File: src/pkg/lcc_pkg.sv
// constants and types shared by the logic cluster design
package lcc_pkg;

   localparam int NCELL = 10;
   localparam int NCTL  = 10;
   localparam int NROW  = 6;
   localparam int NLOC  = 30;
   localparam int NSRC  = NLOC + NROW;

   // register byte offsets
   localparam logic [7:0] CFG_A_BASE = 8'h00;
   localparam logic [7:0] CFG_B_BASE = 8'h40;
   localparam logic [7:0] SRC_LO_OFF = 8'h80;
   localparam logic [7:0] SRC_HI_OFF = 8'h84;
   localparam logic [7:0] MISC_OFF   = 8'h88;
   localparam logic [7:0] STAT_OFF   = 8'h8c;

   // reset values
   localparam logic [31:0] CFG_RESET = 32'h0000_0000;
   localparam logic [31:0] SRC_RESET = 32'h3fff_ffff;
   localparam logic [31:0] MISC_RESET = 32'h0000_0000;
   localparam logic [5:0]  SRC_NONE  = 6'h3f;

   // control signal positions inside the source selects
   localparam int CTL_CLK1    = 0;
   localparam int CTL_CLK2    = 1;
   localparam int CTL_ENA1    = 2;
   localparam int CTL_ENA2    = 3;
   localparam int CTL_ACLR1   = 4;
   localparam int CTL_ACLR2   = 5;
   localparam int CTL_SCLR    = 6;
   localparam int CTL_ALOAD   = 7;
   localparam int CTL_SLOAD   = 8;
   localparam int CTL_ADDNSUB = 9;
   localparam int SRC_PER_REG = 5;

   typedef enum logic [1:0] {
      LCC_FF_D,
      LCC_FF_T,
      LCC_FF_JK,
      LCC_FF_SR
   } lcc_ff_e;

   typedef struct packed {
      logic [4:0]  spare;
      logic        arith;
      logic        reg_chain;
      logic        lut_chain;
      logic        pack_fb;
      logic [2:0]  out_reg;
      logic        clr_sel;
      logic        clk_sel;
      lcc_ff_e     ff_mode;
      logic [15:0] lut_mask;
   } lcc_cell_cfg_s;

   typedef struct packed {
      logic [7:0]      spare;
      logic [3:0]      use_local;
      logic [3:0][4:0] local_sel;
   } lcc_cell_src_s;

   typedef struct packed {
      logic [28:0] spare;
      logic        devclr_en;
      logic        fall2;
      logic        fall1;
   } lcc_misc_s;

   typedef struct packed {
      logic            dev_clr_n;
      logic [5:0]      row;
      logic [9:0]      left;
      logic [9:0]      right;
      logic [9:0][3:0] data;
   } lcc_pins_s;

endpackage

File: src/core/lcc_cluster.sv
// ten-cell logic cluster with shared controls and wishbone configuration
//
// Added by the designer: the Wishbone register port and the register addresses.
`timescale 1ns/1ps
`default_nettype none

// Summary of operation
// - cells are grouped ten to a cluster sharing routing and controls
// - each cell has a four-input table realising any four-variable function
// - cluster offers ten controls: two clocks, two enables, two asynchronous clears, plus four more
// - each cluster clock is paired with its own clock enable
// - using both edges of one clock consumes both cluster clocks
// - dropping a clock enable stops that clock; registers hold
// - asynchronous load with high data acts as preset to one
// - cell register works as D, T, JK or SR flip-flop
// - register has data, load data, clock, enable, clear, load inputs
// - asynchronous load value comes from the fourth data input
// - combinational use bypasses the register to the cell outputs
// - three outputs per cell, each picks table result or register
// - table and register may serve unrelated functions on two outputs
// - packing mode feeds register output back into the same table
// - table output chains to the next cell for wider functions
// - register output chains to next register forming a shift chain
// - add/subtract select picks A+B or A-B for the cluster
// - subtraction inverts B bits and forces lowest carry in to one
// - local and direct links reach thirty cells; neighbours drive local lines
// - controls are derived from six row clocks and local routing
// - asynchronous clear beats asynchronous load when both asserted
// - enabled device-wide clear resets every register, overriding all
// - synchronous clear and load act on every register of the cluster
module lcc_cluster #(
   parameter int ADR_W = 8
) (
   input  wire logic                 mclk_in,
   input  wire logic                 reset_in,
   input  wire logic                 wb_cyc_in,
   input  wire logic                 wb_stb_in,
   input  wire logic                 wb_we_in,
   input  wire logic [ADR_W-1:0]     wb_adr_in,
   input  wire logic [3:0]           wb_sel_in,
   input  wire logic [31:0]          wb_dat_in,
   output var  logic [31:0]          wb_dat_out,
   output var  logic                 wb_ack_out,
   input  wire logic [5:0]           row_clock_in,
   input  wire logic [9:0]           left_link_in,
   input  wire logic [9:0]           right_link_in,
   input  wire logic [9:0][3:0]      routing_data_in,
   input  wire logic                 device_wide_clear_n_in,
   output var  logic [9:0][2:0]      cell_out_out,
   output var  logic                 lut_chain_out,
   output var  logic                 reg_chain_out,
   output var  logic                 carry_out
);

   ////////////////////////////////////////////////////////////////////////
   // elaboration checks

   if (ADR_W < 8) begin : g_adr_check
      $error("lcc_cluster: ADR_W must be at least 8");
   end

   ////////////////////////////////////////////////////////////////////////
   // state

   typedef struct packed {
      lcc_pkg::lcc_pins_s        sync1;
      lcc_pkg::lcc_pins_s        sync2;
      logic [9:0][31:0]          cfg_a;
      logic [9:0][31:0]          cfg_b;
      logic [31:0]               src_lo;
      logic [31:0]               src_hi;
      logic [31:0]               misc;
      logic [1:0]                clk_prev;
      logic [9:0]                q;
      logic [9:0][2:0]           outs;
      logic                      lut_chain;
      logic                      carry;
      logic                      ack;
      logic [31:0]               dat;
   } lcc_state_s;

   lcc_state_s s_q;
   lcc_state_s s_d;

   function automatic logic [31:0] merge(input logic [31:0] old,
                                         input logic [31:0] wr,
                                         input logic [3:0]  sel);
      logic [31:0] r;
      r = old;
      for (int b = 0; b < 4; b++) begin
         if (sel[b]) begin
            r[8*b +: 8] = wr[8*b +: 8];
         end
      end
      return r;
   endfunction

   ////////////////////////////////////////////////////////////////////////
   // next state

   always_comb begin
      lcc_pkg::lcc_pins_s     p;
      lcc_pkg::lcc_cell_cfg_s cfg;
      lcc_pkg::lcc_cell_src_s csr;
      lcc_pkg::lcc_misc_s     misc;
      logic [59:0]            srcs;
      logic [29:0]            loc;
      logic [35:0]            srcv;
      logic [9:0]             ctl;
      logic [9:0]             none;
      logic [5:0]             sel;
      logic                   ena1;
      logic                   ena2;
      logic                   tick1;
      logic                   tick2;
      logic                   carry;
      logic                   lchain;
      logic                   rchain;
      logic [3:0]             din;
      logic [3:0]             lin;
      logic                   lut;
      logic                   b_op;
      logic                   sum;
      logic                   res;
      logic                   dsrc;
      logic                   nq;
      logic                   tick;
      logic                   aclr;
      logic [5:0]             widx;
      logic                   hit;
      logic [31:0]            rd;

      s_d = s_q;
      p = s_q.sync2;
      misc = lcc_pkg::lcc_misc_s'(s_q.misc);
      // locals start defined so no path can leave a latch behind
      cfg    = '0;
      csr    = '0;
      srcs   = 60'h0;
      loc    = 30'h0;
      srcv   = 36'h0;
      ctl    = 10'h000;
      none   = 10'h000;
      sel    = 6'h00;
      ena1   = 1'b0;
      ena2   = 1'b0;
      tick1  = 1'b0;
      tick2  = 1'b0;
      carry  = 1'b0;
      lchain = 1'b0;
      rchain = 1'b0;
      din    = 4'h0;
      lin    = 4'h0;
      lut    = 1'b0;
      b_op   = 1'b0;
      sum    = 1'b0;
      res    = 1'b0;
      dsrc   = 1'b0;
      nq     = 1'b0;
      tick   = 1'b0;
      aclr   = 1'b0;
      widx   = 6'h00;
      hit    = 1'b0;
      rd     = 32'h0000_0000;

      // pin inputs pass two flops before use
      s_d.sync1 = {device_wide_clear_n_in, row_clock_in, left_link_in,
                   right_link_in, routing_data_in};
      s_d.sync2 = s_q.sync1;

      // local lines: own local outputs and both neighbours
      for (int i = 0; i < 10; i++) begin
         loc[i] = s_q.outs[i][2];
      end
      loc[29:10] = {p.right, p.left};
      srcv = {loc, p.row};

      // each control picks one of 36 lines; out of range means unused
      srcs = {s_q.src_hi[29:0], s_q.src_lo[29:0]};
      for (int c = 0; c < lcc_pkg::NCTL; c++) begin
         sel = srcs[6*c +: 6];
         none[c] = (sel >= 6'(lcc_pkg::NSRC));
         ctl[c] = none[c] ? 1'b0 : srcv[sel];
      end

      // an unused enable leaves its clock running
      ena1 = none[lcc_pkg::CTL_ENA1] | ctl[lcc_pkg::CTL_ENA1];
      ena2 = none[lcc_pkg::CTL_ENA2] | ctl[lcc_pkg::CTL_ENA2];

      // cluster clocks are edge events; either may be set to the falling edge
      tick1 = (misc.fall1 ? (s_q.clk_prev[0] & ~ctl[lcc_pkg::CTL_CLK1])
                          : (~s_q.clk_prev[0] & ctl[lcc_pkg::CTL_CLK1]))
              & ena1;
      tick2 = (misc.fall2 ? (s_q.clk_prev[1] & ~ctl[lcc_pkg::CTL_CLK2])
                          : (~s_q.clk_prev[1] & ctl[lcc_pkg::CTL_CLK2]))
              & ena2;
      s_d.clk_prev = {ctl[lcc_pkg::CTL_CLK2], ctl[lcc_pkg::CTL_CLK1]};

      // first cell's carry in follows the add/subtract select
      carry = ctl[lcc_pkg::CTL_ADDNSUB];
      lchain = 1'b0;
      rchain = 1'b0;

      for (int i = 0; i < lcc_pkg::NCELL; i++) begin
         cfg = lcc_pkg::lcc_cell_cfg_s'(s_q.cfg_a[i]);
         csr = lcc_pkg::lcc_cell_src_s'(s_q.cfg_b[i]);

         for (int k = 0; k < 4; k++) begin
            din[k] = p.data[i][k];
            if (csr.use_local[k] && csr.local_sel[k] < 5'(lcc_pkg::NLOC)) begin
               din[k] = loc[csr.local_sel[k]];
            end
         end

         lin = din;
         if (cfg.pack_fb) begin
            lin[2] = s_q.q[i];
         end
         if (cfg.lut_chain) begin
            lin[3] = lchain;
         end
         lut = cfg.lut_mask[lin];

         // operand b inverted when subtracting
         b_op = din[1] ^ ctl[lcc_pkg::CTL_ADDNSUB];
         sum = din[0] ^ b_op ^ carry;
         res = cfg.arith ? sum : lut;

         dsrc = cfg.reg_chain ? rchain : res;
         unique case (cfg.ff_mode)
            lcc_pkg::LCC_FF_D:  nq = dsrc;
            lcc_pkg::LCC_FF_T:  nq = s_q.q[i] ^ dsrc;
            lcc_pkg::LCC_FF_JK: nq = (dsrc & ~s_q.q[i]) |
                                     (~din[2] & s_q.q[i]);
            lcc_pkg::LCC_FF_SR: nq = dsrc | (~din[2] & s_q.q[i]);
         endcase

         // clock and enable travel as a pair
         tick = cfg.clk_sel ? tick2 : tick1;
         if (!tick) begin
            nq = s_q.q[i];
         end else if (ctl[lcc_pkg::CTL_SCLR]) begin
            nq = 1'b0;
         end else if (ctl[lcc_pkg::CTL_SLOAD]) begin
            nq = din[3];
         end

         // level controls act without waiting for a clock event
         aclr = cfg.clr_sel ? ctl[lcc_pkg::CTL_ACLR2]
                            : ctl[lcc_pkg::CTL_ACLR1];
         if (ctl[lcc_pkg::CTL_ALOAD]) begin
            nq = din[3];
         end
         if (aclr) begin
            nq = 1'b0;
         end
         if (misc.devclr_en && !p.dev_clr_n) begin
            nq = 1'b0;
         end
         s_d.q[i] = nq;

         // outputs registered, so a bypassed result shows one cycle later
         for (int k = 0; k < 3; k++) begin
            s_d.outs[i][k] = cfg.out_reg[k] ? nq : res;
         end

         carry = (din[0] & b_op) | (carry & (din[0] ^ b_op));
         lchain = lut;
         rchain = s_q.q[i];
      end
      s_d.lut_chain = lchain;
      s_d.carry = carry;

      ////////////////////////////////////////////////////////////////////
      // wishbone slave: ack one cycle after the strobe, then dropped

      widx = wb_adr_in[7:2];
      hit = wb_cyc_in & wb_stb_in & ~s_q.ack;
      s_d.ack = hit;
      rd = 32'h0000_0000;
      if (widx < 6'(lcc_pkg::NCELL)) begin
         rd = s_q.cfg_a[widx[3:0]];
         if (hit && wb_we_in) begin
            s_d.cfg_a[widx[3:0]] = merge(s_q.cfg_a[widx[3:0]], wb_dat_in,
                                         wb_sel_in);
         end
      end else if (widx >= lcc_pkg::CFG_B_BASE[7:2] &&
                   widx < 6'(lcc_pkg::CFG_B_BASE[7:2] + lcc_pkg::NCELL)) begin
         rd = s_q.cfg_b[4'(widx - lcc_pkg::CFG_B_BASE[7:2])];
         if (hit && wb_we_in) begin
            s_d.cfg_b[4'(widx - lcc_pkg::CFG_B_BASE[7:2])] =
               merge(rd, wb_dat_in, wb_sel_in);
         end
      end else if (wb_adr_in[7:0] == lcc_pkg::SRC_LO_OFF) begin
         rd = {2'h0, s_q.src_lo[29:0]};
         if (hit && wb_we_in) begin
            s_d.src_lo = merge(rd, wb_dat_in, wb_sel_in) & 32'h3fff_ffff;
         end
      end else if (wb_adr_in[7:0] == lcc_pkg::SRC_HI_OFF) begin
         rd = {2'h0, s_q.src_hi[29:0]};
         if (hit && wb_we_in) begin
            s_d.src_hi = merge(rd, wb_dat_in, wb_sel_in) & 32'h3fff_ffff;
         end
      end else if (wb_adr_in[7:0] == lcc_pkg::MISC_OFF) begin
         rd = {29'h0, s_q.misc[2:0]};
         if (hit && wb_we_in) begin
            s_d.misc = merge(rd, wb_dat_in, wb_sel_in) & 32'h0000_0007;
         end
      end else if (wb_adr_in[7:0] == lcc_pkg::STAT_OFF) begin
         rd = {22'h0, s_q.q};
      end
      if (ADR_W > 8 && wb_adr_in[ADR_W-1:0] >= ADR_W'(256)) begin
         rd = 32'h0000_0000;
      end
      s_d.dat = (hit && !wb_we_in) ? rd : 32'h0000_0000;
   end

   ////////////////////////////////////////////////////////////////////////
   // state register

   always_ff @(posedge mclk_in or posedge reset_in) begin
      if (reset_in) begin
         s_q <= '0;
         s_q.sync1.dev_clr_n <= 1'b1;
         s_q.sync2.dev_clr_n <= 1'b1;
         s_q.cfg_a <= {10{lcc_pkg::CFG_RESET}};
         s_q.cfg_b <= {10{lcc_pkg::CFG_RESET}};
         s_q.src_lo <= lcc_pkg::SRC_RESET;
         s_q.src_hi <= lcc_pkg::SRC_RESET;
         s_q.misc <= lcc_pkg::MISC_RESET;
      end else begin
         s_q <= s_d;
      end
   end

   assign wb_dat_out    = s_q.dat;
   assign wb_ack_out    = s_q.ack;
   assign cell_out_out  = s_q.outs;
   assign lut_chain_out = s_q.lut_chain;
   assign reg_chain_out = s_q.q[9];
   assign carry_out     = s_q.carry;

endmodule // lcc_cluster

`default_nettype wire

File: config.mk
export PLATFORM = sky130hd
export DESIGN_NAME = lcc_cluster
export DESIGN_NICKNAME = d
export VERILOG_FILES = /design/src/pkg/lcc_pkg.sv /design/src/core/lcc_cluster.sv
export SDC_FILE = /design/constraint.sdc
export NUM_CORES = 2
export LEC_CHECK = 0
export ABC_CLOCK_PERIOD_IN_PS = 70200
export BUFFER_PORTS_ARGS = -buffer_cell sky130_fd_sc_hd__buf_2
export CELL_PAD_IN_SITES_DETAIL_PLACEMENT = 0
export CELL_PAD_IN_SITES_GLOBAL_PLACEMENT = 2
export CORE_MARGIN = 2
export CORE_UTILIZATION = 30
export CTS_CLUSTER_DIAMETER = 40
export DETAILED_ROUTE_END_ITERATION = 6
export PLACE_DENSITY_LB_ADDON = 0.1
export SLEW_MARGIN = 20
export SYNTH_ARGS = -nofsm -noshare
export SYNTH_HDL_FRONTEND = slang
export SYNTH_SLANG_ARGS = --single-unit
File: constraint.sdc
create_clock -name mclk_in -period 70.2 [get_ports mclk_in]
set_input_delay 3.51 -clock mclk_in [delete_from_list [all_inputs] [get_ports mclk_in]]
set_output_delay 3.51 -clock mclk_in [all_outputs]
set_load 0.1 [all_outputs]
==> out/qor.log <==
[place] HPWL after detailed placement 176000 µm
[global_route] wire length of the first global-routing pass 356000 µm
[logic_synthesis] number of different library cells in the post-synthesis netlist 93
[power_and_ir_drop] clock share of power 56.9%
[route] via total after detailed routing 40600
[cts] # hold bufs at CTS 0
[cts] number of sinks handled by clock tree synthesis 914
[worst_setup_path] cell repeated most along the worst path fa_1
[place] weighted congestion reported at the end of routability-driven placement 0.860
[global_route] All-Layer GR Usage 26.5%
[global_route] largest net degree at the start of global routing 163
[sta] worst max-slew margin expressed relative to the limit 12.7%
[logic_synthesis] post-synthesis cell area 0.0565 mm²
[global_route] number of global-route vias before repair 41400
[run] number of max-capacitance violations reported 0
[worst_setup_path] element type at the critical path start flop
[route] number of iterations in the first detailed-routing pass 7
[floorplanning] # IOs 182
[route] remaining antenna violation count 0
[power_and_ir_drop] leakage dissipation 0.0278 µW
[power_and_ir_drop] worst vdd rail ir drop 0.0242 mV
[worst_setup_path] arrival time at the worst endpoint 9.50 ns
[worst_setup_path] Req. time, crit path 70.88 ns
[logic_synthesis] Synth async-reset ratio 100%
[cts] clock tree from TritonCTS built
[sta] final hold violation count 0
[sta] Period Utilization, post-route 12.6%
[power_and_ir_drop] share of power burned in combinational logic 10.1%
[cts] register clock-pin slew on the reported worst setup and hold paths 0.05 ns
[final_layout] post-route cell area 0.0668 mm²
[floorplanning] Die Footprint 0.192 mm²
[power_and_ir_drop] internal cell power 1230 µW
[sta] transition time at the pin with the least slew margin 1.30 ns
[sta] final-report setup violation count 0
[final_layout] area added between synthesis and finish 18.3%
[final_layout] Post-layout nets 4371
[cts] CTS resizes 0
[place] area after detailed placement 0.0597 mm²
[route] number of DRC violations after detailed routing 0
[worst_setup_path] max incr delay on CP 0.75 ns
[worst_setup_path] critical path's slowest cell dfrtp_2
[cts] clock buffers created by TritonCTS 205
[power_and_ir_drop] overall power after layout 1710 µW
[logic_synthesis] synthesized instance count 4215
[cts] Clock Tree Buf Depth 3
[route] final wirelength 255000 µm
[route] iteration-0 DRC count of the detailed router 4115
[sta] FMAX 113 MHz
[cts] post-CTS setup buffers 0
[floorplanning] count of standard-cell rows 159
[worst_setup_path] critical path start-end classification reg -> reg
[logic_synthesis] sequential element share of the synthesized area 40.6%
[global_route] total congestion overflow after global routing 0
[logic_synthesis] total of warnings raised by yosys 0
[sta] unrepaired setup endpoints after global routing false
[floorplanning] initial standard-cell utilization of the core 30.1%
[logic_synthesis] average footprint of a synthesized cell 13.4 µm²
[global_route] number of antenna violations at the first check in global routing 26
[cts] clock latency on the worst-skew pair 0.84 ns
[logic_synthesis] number of enable-type register cells in the synthesized netlist 0
[power_and_ir_drop] switching part of the total power 28.1%
[logic_synthesis] post-synthesis register bit count 914
[logic_synthesis] Post-Synthesis Net Count 4350
[sta] worst hold-check slack 0.337 ns
[route] Via density 5.86
[floorplanning] die width 438 µm
[sta] post-layout min period 8.82 ns
[sta] worst clock skew 0.0591 ns
[outcome] run status completed
[floorplanning] Die Y 438 µm
[route] average routed wire per standard cell 36.9 µm
[min_path] worst hold path class reg -> reg
[power_and_ir_drop] share of total power in sequential cells 33.0%
[worst_setup_path] crit-path max FO 28
[logic_synthesis] top flip-flop cell by instance count after synthesis dfrtp_1
[final_layout] share of the core filled with cells in the final layout 35.7%
[place] input/output buffers 181
[sta] final number of max-transition violations 0
[cts] number of H-tree branching levels 4
[worst_setup_path] CP Capture Type flop
[final_layout] fraction of final layout cells with drive strength greater than 1 49.4%
[cts] root buffer selected by CTS clkbuf_16
[floorplanning] CORE AREA 0.187 mm²
[power_and_ir_drop] ratio of total power to cell area 25.5 mW/mm²
[power_and_ir_drop] switching power 479 µW
[sta] setup TNS 0 ns
[cell usage after synthesis, types with 41 or more instances]
| library cell | number | area [µm²] |
|---|---|---|
| dfstp_2 | 62 | 1630 |
| o21ai_0 | 89 | 445 |
| dfrtp_1 | 852 | 21300 |
| nor2_1 | 149 | 559 |
| nand4_1 | 41 | 257 |
| buf_1 | 60 | 225 |
| o22a_1 | 43 | 377 |
| mux2_2 | 742 | 8360 |
| nand2_1 | 174 | 653 |
| o21ai_1 | 43 | 215 |
| buf_4 | 66 | 495 |
| clkbuf_1 | 352 | 1320 |
| a21oi_1 | 91 | 455 |
| mux2i_1 | 279 | 2790 |
| mux4_2 | 581 | 13100 |
| inv_1 | 75 | 282 |
[sequential cells by signal (all words and copies together) (netlist names)]
name and count:
reg_chain_out 1, carry_out 1, s_q 781, wb_dat_out 32, wb_ack_out 1, s_d 67
cell_out_out 30, lut_chain_out 1
[routing by layer]
layer / vias up / track usage [%] / share of wire (%)
met5: - / 0 / 0.0094
met4: 4 / 10.7 / 4.3
met3: 334 / 4.33 / 5.9
met2: 1658 / 41.6 / 46
met1: 22100 / 36.4 / 43
li1: 16500 / - / -
[cells in the final DEF (no fill, tap or decap), types with 74 or more instances in the layout]
cell       count
mux2i_1      279
clkbuf_16    210
mux2_2       742
mux4_2       581
buf_2        177
nand2_1      159
a21oi_1       82
dfrtp_1      822
o21ai_0       88
buf_4        121
nor2_1       148
inv_1         74
[power groups by stage]
| stage | registers [µW] | logic [µW] | clock network (µW) |
|---|---|---|---|
| after detailed placement | 571 | 174 | 0 |
| after global routing | 564 | 182 | 1020 |
| after global placement | 571 | 174 | 0 |
| final | 563 | 173 | 970 |
| after CTS | 562 | 174 | 992 |
| after floorplan | 558 | 110 | 0 |
[through the flow]
step                std cells  worst slack (ns)
floorplan                4215             41.10
global placement         6524             61.46
detailed placement       6524             61.45
CTS                      6914             61.41
global route             6919             60.92
finish                   6924             61.38
[final cells by class]
type                       instances  area, µm²
multi-input combinational       2733      31400
clock inverter                   128       1330
timing repair buffer             306       1940
inverter                          76        293
sequential                       914      23000
antenna                           10       25.0
tap                             2495       3120
fill                           18100     121000
clock buffer                     262       5730
[critical path: cells and delay by family, from the launching register on]
family / cells / cell delay (ns)
and+or+nand+nor: 5 / 1.10
adders and majority gates: 10 / 3.84
DFF: 1 / 0.75
AOI/OAI and AO/OA: 10 / 1.70
buffers and inverters: 3 / 0.61
muxes: 2 / 0.59
[worst paths after layout]
check	startpoint	endpoint	slack [ns]	cells after the start
setup / recovery	cell_out_out[2]$_DFF_PP0_	cell_out_out[28]$_DFF_PP0_	61.38	30
hold / removal	s_d[835]$_DFF_PP0_	s_q[835]$_DFF_PP0_	0.34	0
setup reg to reg	cell_out_out[2]$_DFF_PP0_	cell_out_out[28]$_DFF_PP0_	61.38	30
hold reg to reg	s_d[835]$_DFF_PP0_	s_q[835]$_DFF_PP0_	0.34	0
max in group asynchronous	reset_in	s_q[544]$_DFFE_PP0P_	64.28	5
min in group asynchronous	reset_in	s_d[837]$_DFF_PP0_	2.79	2
[cells by family (layout without fill, tap and decap cells)]
family	Yosys count	count (layout)	synth area share, %
AO/OA/AOI/OAI	531	531	6.61
XOR/XNOR	10	10	0.155
adder cells (fa/ha/maj)	19	19	0.541
buffers and inverters	568	772	4.26
flip-flops	914	914	40.6
multiplexers	1603	1603	42.9
other	0	10	0
AND/OR/NAND/NOR	570	570	4.88
Power figures use the tool's default switching activity.
